## src/can_filter_defines.vh

```
// Constants for the CAN acceptance filter control block
`ifndef CAN_FILTER_DEFINES_VH
`define CAN_FILTER_DEFINES_VH

// =============================================================
// Register map (byte addresses)
`define ADDR_FILTER_CONTROL_24_27 12'h000
`define ADDR_FILTER_CONTROL_28_31 12'h004
`define ADDR_WIDTH                12

// =============================================================
// Per-filter byte layout
`define FILT_BYTE_W   8
`define FILT_EN_BIT   7
`define FILT_MSEL_HI  6
`define FILT_MSEL_LO  5
`define FILT_FSEL_HI  4
`define FILT_FSEL_LO  0
`define MSEL_W        2
`define FSEL_W        5

// =============================================================
// Filter numbering and reset values
`define FILT_BASE     24
`define FILT_COUNT    6
`define FILT_IN_REG0  4
`define FILT_RESET    8'h00
`define REG_ZERO      32'h00000000

`endif

```

## src/can_accept_filter_control.v

```verilog
// APB register block for CAN acceptance filters 24 to 29
//
// Added by the designer: the APB interface to the registers and the register addresses.
`timescale 1ns/10ps
`include "can_filter_defines.vh"

module can_accept_filter_control #(
  parameter NUM_FILT = `FILT_COUNT
) (
  // Clock and reset
  input  wire                         clock,
  input  wire                         rst,
  // APB slave
  input  wire                         psel,
  input  wire                         penable,
  input  wire                         pwrite,
  input  wire [`ADDR_WIDTH-1:0]       paddr,
  input  wire [31:0]                  pwdata,
  input  wire [3:0]                   pstrb,
  output wire                         pready,
  output reg  [31:0]                  prdata_ff,
  output wire                         pslverr,
  // Matching engine side
  input  wire [NUM_FILT-1:0]          rawHit,
  output wire [NUM_FILT-1:0]          filterEnable,
  output wire [NUM_FILT*2-1:0]        maskSelect,
  output wire [NUM_FILT*5-1:0]        fifoSelect,
  output wire [NUM_FILT-1:0]          filterHit
);

  // =============================================================
  // Bus decode
  wire                  access;
  wire                  selReg0;
  wire                  selReg1;
  wire                  mapped;
  wire [NUM_FILT*8-1:0] ctrlBytes;
  wire [31:0]           reg0Value;
  wire [31:0]           reg1Value;
  reg  [31:0]           nxt_prdata;

  // Zero wait states: every access completes in its first access cycle
  assign access  = psel & penable;
  assign selReg0 = (paddr == `ADDR_FILTER_CONTROL_24_27);
  assign selReg1 = (paddr == `ADDR_FILTER_CONTROL_28_31);
  assign mapped  = selReg0 | selReg1;
  assign pready  = 1'h1;
  assign pslverr = access & ~mapped;

  // =============================================================
  // Filter slots
  genvar i;
  generate
    for (i = 0; i < NUM_FILT; i = i + 1) begin : gFilt
      wire       wrHere;
      wire [7:0] wrByte;
      if (i < `FILT_IN_REG0) begin : gReg0
        // filters 24..27 in byte lanes of first register
        assign wrHere = access & pwrite & selReg0 & pstrb[i];
        assign wrByte = pwdata[i*8 +: 8];
      end else begin : gReg1
        // filters 28..29 in low bytes of second register
        assign wrHere = access & pwrite & selReg1 & pstrb[i-`FILT_IN_REG0];
        assign wrByte = pwdata[(i-`FILT_IN_REG0)*8 +: 8];
      end

      filter_slot uSlot (
        .clock    (clock),
        .rst      (rst),
        .wrStrobe (wrHere),
        .wrByte   (wrByte),
        .ctrlByte (ctrlBytes[i*8 +: 8])
      );

      filter_route uRoute (
        .clock        (clock),
        .rst          (rst),
        .ctrlByte     (ctrlBytes[i*8 +: 8]),
        .rawHit       (rawHit[i]),
        .filterEnable (filterEnable[i]),
        .maskSelect   (maskSelect[i*2 +: 2]),
        .fifoSelect   (fifoSelect[i*5 +: 5]),
        .hit_ff       (filterHit[i])
      );
    end
  endgenerate

  // =============================================================
  // Read data
  // read image of first register
  assign reg0Value = ctrlBytes[31:0];
  // upper half reads zero, filters 30 and 31 are not here
  assign reg1Value = {16'h0000, ctrlBytes[NUM_FILT*8-1:32]};

  always @* begin
    nxt_prdata = `REG_ZERO;
    if (psel & ~penable & ~pwrite) begin
      if (selReg0) begin
        nxt_prdata = reg0Value;
      end else if (selReg1) begin
        nxt_prdata = reg1Value;
      end
    end
  end

  // Read data captured in setup so it stands in the access cycle
  always @(posedge clock or posedge rst) begin
    if (rst) begin
      prdata_ff <= `REG_ZERO;
    end else begin
      prdata_ff <= nxt_prdata;
    end
  end

endmodule // can_accept_filter_control

```

## src/filter_route.v

```verilog
// Decodes one filter byte into match gating, mask select and FIFO select
`timescale 1ns/10ps
`include "can_filter_defines.vh"

module filter_route (
  // Clock and reset
  input  wire       clock,
  input  wire       rst,
  // Control byte and raw match
  input  wire [7:0] ctrlByte,
  input  wire       rawHit,
  // Decoded outputs
  output wire       filterEnable,
  output wire [1:0] maskSelect,
  output wire [4:0] fifoSelect,
  output reg        hit_ff
);

  assign filterEnable = ctrlByte[`FILT_EN_BIT];
  assign maskSelect   = ctrlByte[`FILT_MSEL_HI:`FILT_MSEL_LO];
  assign fifoSelect   = ctrlByte[`FILT_FSEL_HI:`FILT_FSEL_LO];

  // =============================================================
  // Gated match, registered
  always @(posedge clock or posedge rst) begin
    if (rst) begin
      hit_ff <= 1'h0;
    end else begin
      hit_ff <= rawHit & filterEnable;
    end
  end

endmodule // filter_route

```

## src/filter_slot.v

```verilog
// One acceptance filter control byte with write lock while enabled
`timescale 1ns/10ps
`include "can_filter_defines.vh"

module filter_slot (
  // Clock and reset
  input  wire       clock,
  input  wire       rst,
  // Write request
  input  wire       wrStrobe,
  input  wire [7:0] wrByte,
  // State
  output wire [7:0] ctrlByte
);

  reg  [7:0] slot_ff;
  reg  [7:0] nxt_slot;
  wire       enabled;

  assign enabled  = slot_ff[`FILT_EN_BIT];
  assign ctrlByte = slot_ff;

  // =============================================================
  // Next value
  always @* begin
    nxt_slot = slot_ff;
    if (wrStrobe) begin
      if (!enabled) begin
        nxt_slot = wrByte;
      end else begin
        // enable bit always writable, so software can disable
        nxt_slot[`FILT_EN_BIT] = wrByte[`FILT_EN_BIT];
      end
    end
  end

  // =============================================================
  // Storage
  always @(posedge clock or posedge rst) begin
    if (rst) begin
      slot_ff <= `FILT_RESET;
    end else begin
      slot_ff <= nxt_slot;
    end
  end

endmodule // filter_slot
```

## config.mk

```make
export PLATFORM = sky130hd
export DESIGN_NAME = can_accept_filter_control
export DESIGN_NICKNAME = d
export VERILOG_FILES = /design/src/can_accept_filter_control.v /design/src/filter_route.v /design/src/filter_slot.v
export VERILOG_INCLUDE_DIRS = /design/src
export SDC_FILE = /design/constraint.sdc
export NUM_CORES = 1
export LEC_CHECK = 0
export ABC_AREA = 1
export BUFFER_PORTS_ARGS = -buffer_cell sky130_fd_sc_hd__buf_4
export CAP_MARGIN = 20
export CORE_UTILIZATION = 49
export DETAILED_ROUTE_END_ITERATION = 12
export PLACE_DENSITY = 0.8
export REMOVE_ABC_BUFFERS = 1
export SYNTH_ARGS = -nofsm -noshare
export SYNTH_HDL_FRONTEND = slang
export SYNTH_SLANG_ARGS = --single-unit
```

## constraint.sdc

```tcl
create_clock -name clock -period 3.4 [get_ports clock]
set_input_delay 0.51 -clock clock [delete_from_list [all_inputs] [get_ports clock]]
set_output_delay 0.51 -clock clock [all_outputs]
set_load 0.02 [all_outputs]
```

# ---- Word-level counts from Yosys, hierarchy flattened
# Index checks and enable logic that the tools add are counted.
dict set report op_classes {
  reduce_logical 7
  eq_ne 1
  order_cmp 0
  bitwise_logic 29
  muxes 3
  shifts 0
  n_div 0
  n_mul 0
  addsub 0
}
# cell count
set op_table {}
lappend op_table {{$mux W32} 2}
lappend op_table {{$and A1 B1 Y1} 19}
lappend op_table {{$mux W16} 1}
lappend op_table {{$eq A12 B3 Y1 const B} 1}
lappend op_table {{$logic_not A12 Y1} 1}
lappend op_table {{$reduce_and A2 Y1} 6}
lappend op_table {{$not A1 Y1} 9}
lappend op_table {{$or A1 B1 Y1} 1}
dict set report word_totals {
  rom_bits 0
  latchBits 0
  mem_count 0
  reg_bits 86
  ramBits 0
  elab_cells 59
}

# ---- Longest topological paths before layout
# Gate-level depths: netlist of run 1.
dict set report depth {
  ltp_word 5
  mapped_depth 8
  mapped_depth_nobuf 7
}

# ---- Modules after synthesis
# Synthesis of run 1 repeated with hierarchy kept, for this count alone.
dict set report unflattened {
  cells_unflattened 422
  hier_area_um2 4017.6
}
# module instances seq_area_each_um2 area_each_um2 cells_each
set modules_own_cells {}
lappend modules_own_cells {filter_slot 6 200.2 326.6 35}
lappend modules_own_cells {can_accept_filter_control 1 800.8 1480.2 140}
lappend modules_own_cells {filter_route 6 25.0 96.3 12}

# ---- Least setup slack after synthesis of run 1
# Ideal clock, no wire load.
dict set report synth_path {
  path_kind {input to output}
  from {input port paddr[5]}
  to {output port pslverr}
  slack_ps 1263
  arrival_ps 1627
  n_path_buf 2
  t_required_ps 2890
  cell_stages 7
  cell_sequence {nor2_1 nand2_1 nor2_8 and2_1 buf_6 buf_12 nor3_1}
}
dict set report synth_via {
  elab_chain_len 4
  word_cells_on_any_way 5
  cone_classes {eq/ne (1); bitwise (3); reduce/logical (1)}
}
# element line_no
set synth_rtl {}
lappend synth_rtl {{start: declaration} can_accept_filter_control.v:17} ;# input wire [`ADDR_WIDTH-1:0] paddr,
lappend synth_rtl {{$eq A12 B3 Y1 (no source line) / $logic_not A12 Y1 (equally long branches)} -}
lappend synth_rtl {{$or A1 B1 Y1 (*)} can_accept_filter_control.v:46} ;# assign mapped = selReg0 | selReg1;
lappend synth_rtl {{$not A1 Y1 (*)} can_accept_filter_control.v:48} ;# assign pslverr = access & ~mapped;
lappend synth_rtl {{$and A1 B1 Y1 (*)} can_accept_filter_control.v:48}
lappend synth_rtl {{end: declaration} can_accept_filter_control.v:22} ;# output wire pslverr,
# Every way passes the cells marked *; elsewhere a longest branch is shown, timed or not.

# ---- Worst setup path after layout of run 1
dict set report layout_path {
  from {input port paddr[0]}
  to {output port pslverr}
}
# The elaborated chain is that of the path after synthesis.

==> impl_metrics.py, run 1 <==
metrics = {
    "final_layout": {
        "final.fill_count": 619,
        "area_growth_pct": 33.0,
        "diodes": 0,
        "nets": 611,
        "drive_gt1_share_pct": 35.7,
        "final_cell_count_no_fill": 659,
        "post-route-util_pct": 67.7,
    },
    "synth": {
        "ys_ff_latch": 86,
        "synth_top_family_by_area": "simple AND/OR/NAND/NOR gates",
        "yosys-top-cells-area": "dfrtp_1 (54%), o21bai_1 (8.0%), nand2_1 (7.8%)",
        "ys_warn_count": 0,
        "synth_area_per_cell_um2": 9.43,
        "synth-simple-area-share_pct": 23.0,
        "synth_top_area_share_pct": 54.5,
        "dominantRegCellSynth": "dfrtp_1",
        "synthAdderAreaFrac_pct": 0,
        "synth.yosys.seq_area_share_pct": 54.5,
        "synth_largest_area_cell": "dfrtp_1",
        "synthMuxAreaShare_pct": 0,
        "synth.distinct_cells": 30,
        "synthCells": 419,
        "synth_commonest_cells": "dfrtp_1 (86), nand2_1 (82), inv_1 (62)",
        "synth_xor_area_share_pct": 0,
        "syn_area_um2": 3950,
        "async_flop_share_pct": 100,
        "yosysMostFrequentCell": "dfrtp_1",
        "synth-compound-area-share_pct": 11.6,
        "synth_edf_count": 0,
    },
    "setup_path": {
        "regToRegStartpoint": "gFilt[3].uSlot.ctrlByte[7]",
        "critPathKind": "input pin to output pin",
        "rr_worst_depth": 3,
        "regToRegEndpoint": "gFilt[3].uSlot.ctrlByte[4]",
        "cp-start-kind": "input pin",
        "reg2reg_setup_slack_ps": 2140,
        "required_ps": 2890,
        "crit_fanout": 17,
        "end_kind": "output pin",
        "cp.arrival_ps": 1920,
    },
    "sta": {
        "min_period_ps": 2430,
        "rsz0062_at_grt": "false",
        "slew_violations": 0,
        "finClkSkew_ps": 10.9,
        "fin_crit_sh_pct": 71.4,
        "relSlewSlack_pct": 46.1,
        "clock.fmax_mhz": 412,
        "setup_tns_ps": 0,
        "setup_viol": 0,
        "finalHoldViolCount": 0,
        "worst_slew_pin_slew_ps": 806,
    },
    "route": {
        "wire_per_inst_um": 14.9,
        "post-route-drc-count": 0,
        "avgViaCountPerCell": 4.99,
        "first_pass_iters": 4,
        "dr.first_iter.drc_count": 140,
        "drtAntennaViolNets": 0,
        "vias": 3286,
        "wl_um": 9850,
    },
    "min_path": {
        "hp-class": "input pin to asynchronous set/reset pin",
    },
    "floorplanning": {
        "row_count": 32,
        "die_w_um": 91.8,
        "die_h_um": 91.8,
        "io_pins": 147,
        "coreArea_um2": 7770,
        "start_util_pct": 50.9,
        "dieArea_um2": 8430,
    },
    "global_route": {
        "antenna_found_initial": 0,
        "grt_pass1_wl_um": 15600,
        "grt.total_usage_pct": 24.0,
        "grt_max_degree": 87,
        "grt_pass1_vias": 3222,
        "grt-ovfl-total": 0,
    },
    "clock_network": {
        "clkLatencyLatePin_ps": 340,
        "post_cts_resized": 0,
        "cts_tree": "built",
        "cts_setup_buffers": 0,
        "cts-buffers-inserted": 9,
        "clkSinkCount": 86,
        "h-tree-depth": 3,
        "path_clk_slew_ps": 80,
        "cts-root-buf": "clkbuf_8",
        "clk_path_buf_depth": 2,
        "holdBufCountCts": 0,
    },
    "placement": {
        "dp_hpwl_um": 7100,
        "portBuffers": 145,
        "post-place-cells": 643,
        "gp_congestion": 0.826,
    },
    "job": {
        "cap_violations": 0,
    },
    "run_status": {
        "status": "finished, final reports clean",
    },
    "power": {
        "p_per_area_nw_per_um2": 370,
        "p_leak_nw": 2.67,
        "peakVddDrop_mv": 0.195,
    },
}
cells in the final DEF (no fill, tap or decap), types with 6 or more instances in the layout:
| cell | instances |
|---|---|
| nand3_1 | 42 |
| o21ai_0 | 6 |
| a21oi_2 | 9 |
| nand2_2 | 10 |
| nand2_1 | 82 |
| dfrtp_1 | 86 |
| buf_4 | 147 |
| a21oi_1 | 7 |
| clkbuf_8 | 11 |
| inv_1 | 61 |
| o21bai_1 | 42 |
| nor3_1 | 17 |
layer usage:
layer  vias to the layer above  part of all wire (%)  GRT usage [%]
li1                       1584                     -              -
met1                      1568                    43           31.5
met2                       127                    50           40.2
met3                         7                   6.7           4.31
met4                         0                  0.82           8.07
met5                         -                     0              0
stage by stage:
stage / hold slack (ps) / setup WS (ps) / cell area [µm²] / power, mW
after floorplan: 612 / 668 / 3770 / 1.09
after global placement: 526 / 1040 / 5020 / 1.16
after detailed placement: 525 / 1010 / 5020 / 1.16
after CTS: 265 / 976 / 5260 / 1.97
after global routing: 273 / 839 / 5260 / 2.01
final: 246 / 973 / 5260 / 1.95
how the worst max path moves through the flow:
stage | start | to | slack, ps | cells past startpoint
after floorplan | rst | gFilt[0].uRoute.hit_ff | 670 | 1
after global placement | paddr[0] | pslverr | 1040 | 8
after detailed placement | paddr[0] | pslverr | 1010 | 8
after CTS | paddr[0] | pslverr | 980 | 8
after global routing | paddr[0] | pslverr | 840 | 8
final | paddr[0] | pslverr | 970 | 8
report_power, final:
part	switching, mW	internal, mW
sequential	0.00134	1.02
clock	0.348	0.459
combinational	0.0602	0.0541
layout make-up:
cell class              instances  area, µm²  area share, %
clock buffers                  12        155           2.95
clock inverters                 4       77.6           1.48
inverters                      66        249           4.74
multi-input cells             241       1370           26.1
flip-flops and latches         86       2150           40.9
well taps                     102        128           2.43
repair buffers                148       1120           21.4
registers in the layout, summed over array words and instances, names as in the netlist:
| register | flops |
|---|---|
| gFilt.uSlot.ctrlByte | 48 |
| gFilt.uRoute.hit_ff | 6 |
| prdata_ff | 32 |
logic make-up (layout without fill, tap and decap cells):
kind of cell,count (synthesis),count (layout)
simple gates,176,176
other cells,1,1
buf+inv,92,230
compound gates,64,64
flops,86,86
critical path: stages:
cell and delay [ps]:
buf_4 110, inv_1 40, nand2_1 80, nor2_2 390, nand2_4 210, inv_2 290
nor3_1 110, buf_4 170
Note: power is estimated with default switching activity, not from simulation.
==> inputs of run 2 (changes only) <==
--- a/config.mk
+++ b/config.mk
@@ -6,12 +6,12 @@
 export SDC_FILE = /design/constraint.sdc
 export NUM_CORES = 1
 export LEC_CHECK = 0
-export ABC_AREA = 1
+export ABC_AREA = 0
 export BUFFER_PORTS_ARGS = -buffer_cell sky130_fd_sc_hd__buf_4
 export CAP_MARGIN = 20
-export CORE_UTILIZATION = 49
+export CORE_UTILIZATION = 47
 export DETAILED_ROUTE_END_ITERATION = 12
-export PLACE_DENSITY = 0.8
+export PLACE_DENSITY = 0.79
 export REMOVE_ABC_BUFFERS = 1
 export SYNTH_ARGS = -nofsm -noshare
 export SYNTH_HDL_FRONTEND = slang
==> constraint.sdc (replaced) <==
create_clock -name clock -period 2.3 [get_ports clock]
set_input_delay 0.345 -clock clock [delete_from_list [all_inputs] [get_ports clock]]
set_output_delay 0.345 -clock clock [all_outputs]
set_load 0.02 [all_outputs]
==> impl_metrics.py, run 2 <==
metrics = {
    "clock_network": {
        "cts-root-buf": "clkbuf_8",
        "clkSinkCount": 86,
        "path_clk_slew_ps": 80,
        "holdBufCountCts": 0,
        "cts-buffers-inserted": 9,
        "cts_setup_buffers": 0,
        "clk_path_buf_depth": 2,
        "cts_tree": "built",
        "clkLatencyLatePin_ps": 330,
        "post_cts_resized": 0,
        "h-tree-depth": 3,
    },
    "synth": {
        "async_flop_share_pct": 100,
        "synth_edf_count": 0,
        "synth_top_area_share_pct": 62.7,
        "ys_ff_latch": 86,
        "synth-compound-area-share_pct": 3.50,
        "yosysMostFrequentCell": "dfrtp_1",
        "syn_area_um2": 3430,
        "dominantRegCellSynth": "dfrtp_1",
        "synth_top_family_by_area": "multiplexers",
        "synth.yosys.seq_area_share_pct": 62.7,
        "synthMuxAreaShare_pct": 15.7,
        "synthCells": 236,
        "synth_xor_area_share_pct": 0,
        "ys_warn_count": 0,
        "synth.distinct_cells": 24,
        "synth_commonest_cells": "dfrtp_1 (86), mux2_2 (45), and2_1 (22)",
        "synth_largest_area_cell": "dfrtp_1",
        "synth_area_per_cell_um2": 14.5,
        "synthAdderAreaFrac_pct": 0,
        "synth-simple-area-share_pct": 14.0,
        "yosys-top-cells-area": "dfrtp_1 (63%), mux2_2 (15%), and2_1 (4.0%)",
    },
    "min_path": {
        "hp-class": "input pin to asynchronous set/reset pin",
    },
    "global_route": {
        "grt_max_degree": 59,
        "grt_pass1_wl_um": 11700,
        "grt-ovfl-total": 0,
        "antenna_found_initial": 0,
        "grt.total_usage_pct": 20.5,
        "grt_pass1_vias": 2305,
    },
    "sta": {
        "setup_tns_ps": 0,
        "fin_crit_sh_pct": 89.5,
        "worst_slew_pin_slew_ps": 570,
        "finClkSkew_ps": 6.53,
        "slew_violations": 0,
        "relSlewSlack_pct": 61.5,
        "setup_ws_ps": 242,
        "setup_viol": 0,
        "finalHoldViolCount": 0,
        "clock.fmax_mhz": 486,
        "rsz0062_at_grt": "false",
        "min_period_ps": 2060,
    },
    "route": {
        "vias": 2375,
        "drtAntennaViolNets": 0,
        "wire_per_inst_um": 16.0,
        "dr.first_iter.drc_count": 81,
        "wl_um": 7660,
        "post-route-drc-count": 0,
        "avgViaCountPerCell": 4.96,
        "first_pass_iters": 4,
    },
    "placement": {
        "place_ws_ps": 34.7,
        "portBuffers": 145,
        "dp_hpwl_um": 5670,
        "post-place-cells": 463,
        "gp_congestion": 0.778,
    },
    "power": {
        "peakVddDrop_mv": 0.294,
        "p_leak_nw": 2.51,
        "finalPower_mw": 2.65,
        "p_per_area_nw_per_um2": 556,
    },
    "setup_path": {
        "crit_fanout": 7,
        "max_stage_delay_ps": 540,
        "cp.arrival_ps": 1710,
        "crit_path_top_delay_cell": "nor4b_1",
        "path_cells": "buf_4 -> nor4b_1 -> and3_1 -> nor3_1 -> buf_4",
        "cp_common_cell": "buf_4",
        "required_ps": 1960,
        "end_kind": "output pin",
        "critPathKind": "input pin to output pin",
        "cp-start-kind": "input pin",
    },
    "final_layout": {
        "drive_gt1_share_pct": 58.2,
        "layout_commonest_cell": "buf_4",
        "largest_reg_flops": 48,
        "final_cell_mix": "buf_4 (151), dfrtp_1 (86), mux2_2 (45)",
        "diodes": 0,
        "area_growth_pct": 38.6,
        "nets": 437,
        "final_cell_count_no_fill": 479,
    },
    "floorplanning": {
        "row_count": 30,
        "die_h_um": 87.5,
        "dieArea_um2": 7650,
        "io_pins": 147,
        "start_util_pct": 49.7,
        "die_w_um": 87.5,
        "coreArea_um2": 6910,
    },
    "run_status": {
        "status": "finished, final reports clean",
    },
    "job": {
        "cap_violations": 0,
    },
}
[run 2: final timing paths]
kind	startpoint	to	slack, ps	cells after the start
setup reg to reg	gFilt[4].uSlot.ctrlByte[7]	gFilt[4].uSlot.ctrlByte[0]	900	2
hold / removal	rst	gFilt[3].uSlot.ctrlByte[2]	30	2
min in group clock	rawHit[4]	gFilt[4].uRoute.hit_ff	220	2
setup / recovery	paddr[3]	pslverr	240	5
hold reg to reg	gFilt[3].uSlot.ctrlByte[3]	prdata_ff[27]	510	1
max in group asynchronous	rst	gFilt[1].uSlot.ctrlByte[7]	1600	3
[run 2: cell families after synthesis]
| group | Yosys count |
|---|---|
| buffers and inverters | 22 |
| other | 1 |
| muxes | 48 |
| and+or+nand+nor | 63 |
| DFF | 86 |
| AOI/OAI and AO/OA | 16 |
[run 2: layout make-up]
class                      count  area [µm²]
sequential                    86        2150
fill                         514        2150
timing repair buffer         152        1150
multi-input combinational    128        1140
clock buffer                  12         135
tap                           96         120
clock inverter                 4        47.5
inverter                       1        5.00
[run 2: power breakdown]
part | internal [mW] | leakage, nW | switching (mW)
Sequential | 1.51 | 1.20 | 0.000546
Clock | 0.500 | 0.0904 | 0.488
Combinational | 0.0778 | 1.22 | 0.0675
[run 2: critical path, delay by kind of cell]
family	cells	cell delay (ps)
buf+inv	2	290
simple gates	3	1080
[run 2: metal layers]
metal / up-vias / global-route usage [%] / wire, µm
met5: - / 0 / 0
met4: 0 / 8.79 / 131
met3: 11 / 4.27 / 488
met2: 115 / 32.5 / 3710
met1: 1157 / 27.5 / 3330
li1: 1092 / - / -
[run 2: stage by stage]
stage          utilization (%)  area, µm²  hold slack [ps]
2_1_floorplan                -       3300              479
3_3_place_gp              66.3       4580              392
3_5_place_dp              66.3       4580              399
4_1_cts                   68.9       4760             25.8
5_1_grt                   68.9       4760             55.1
6_report                  68.9       4760             28.0
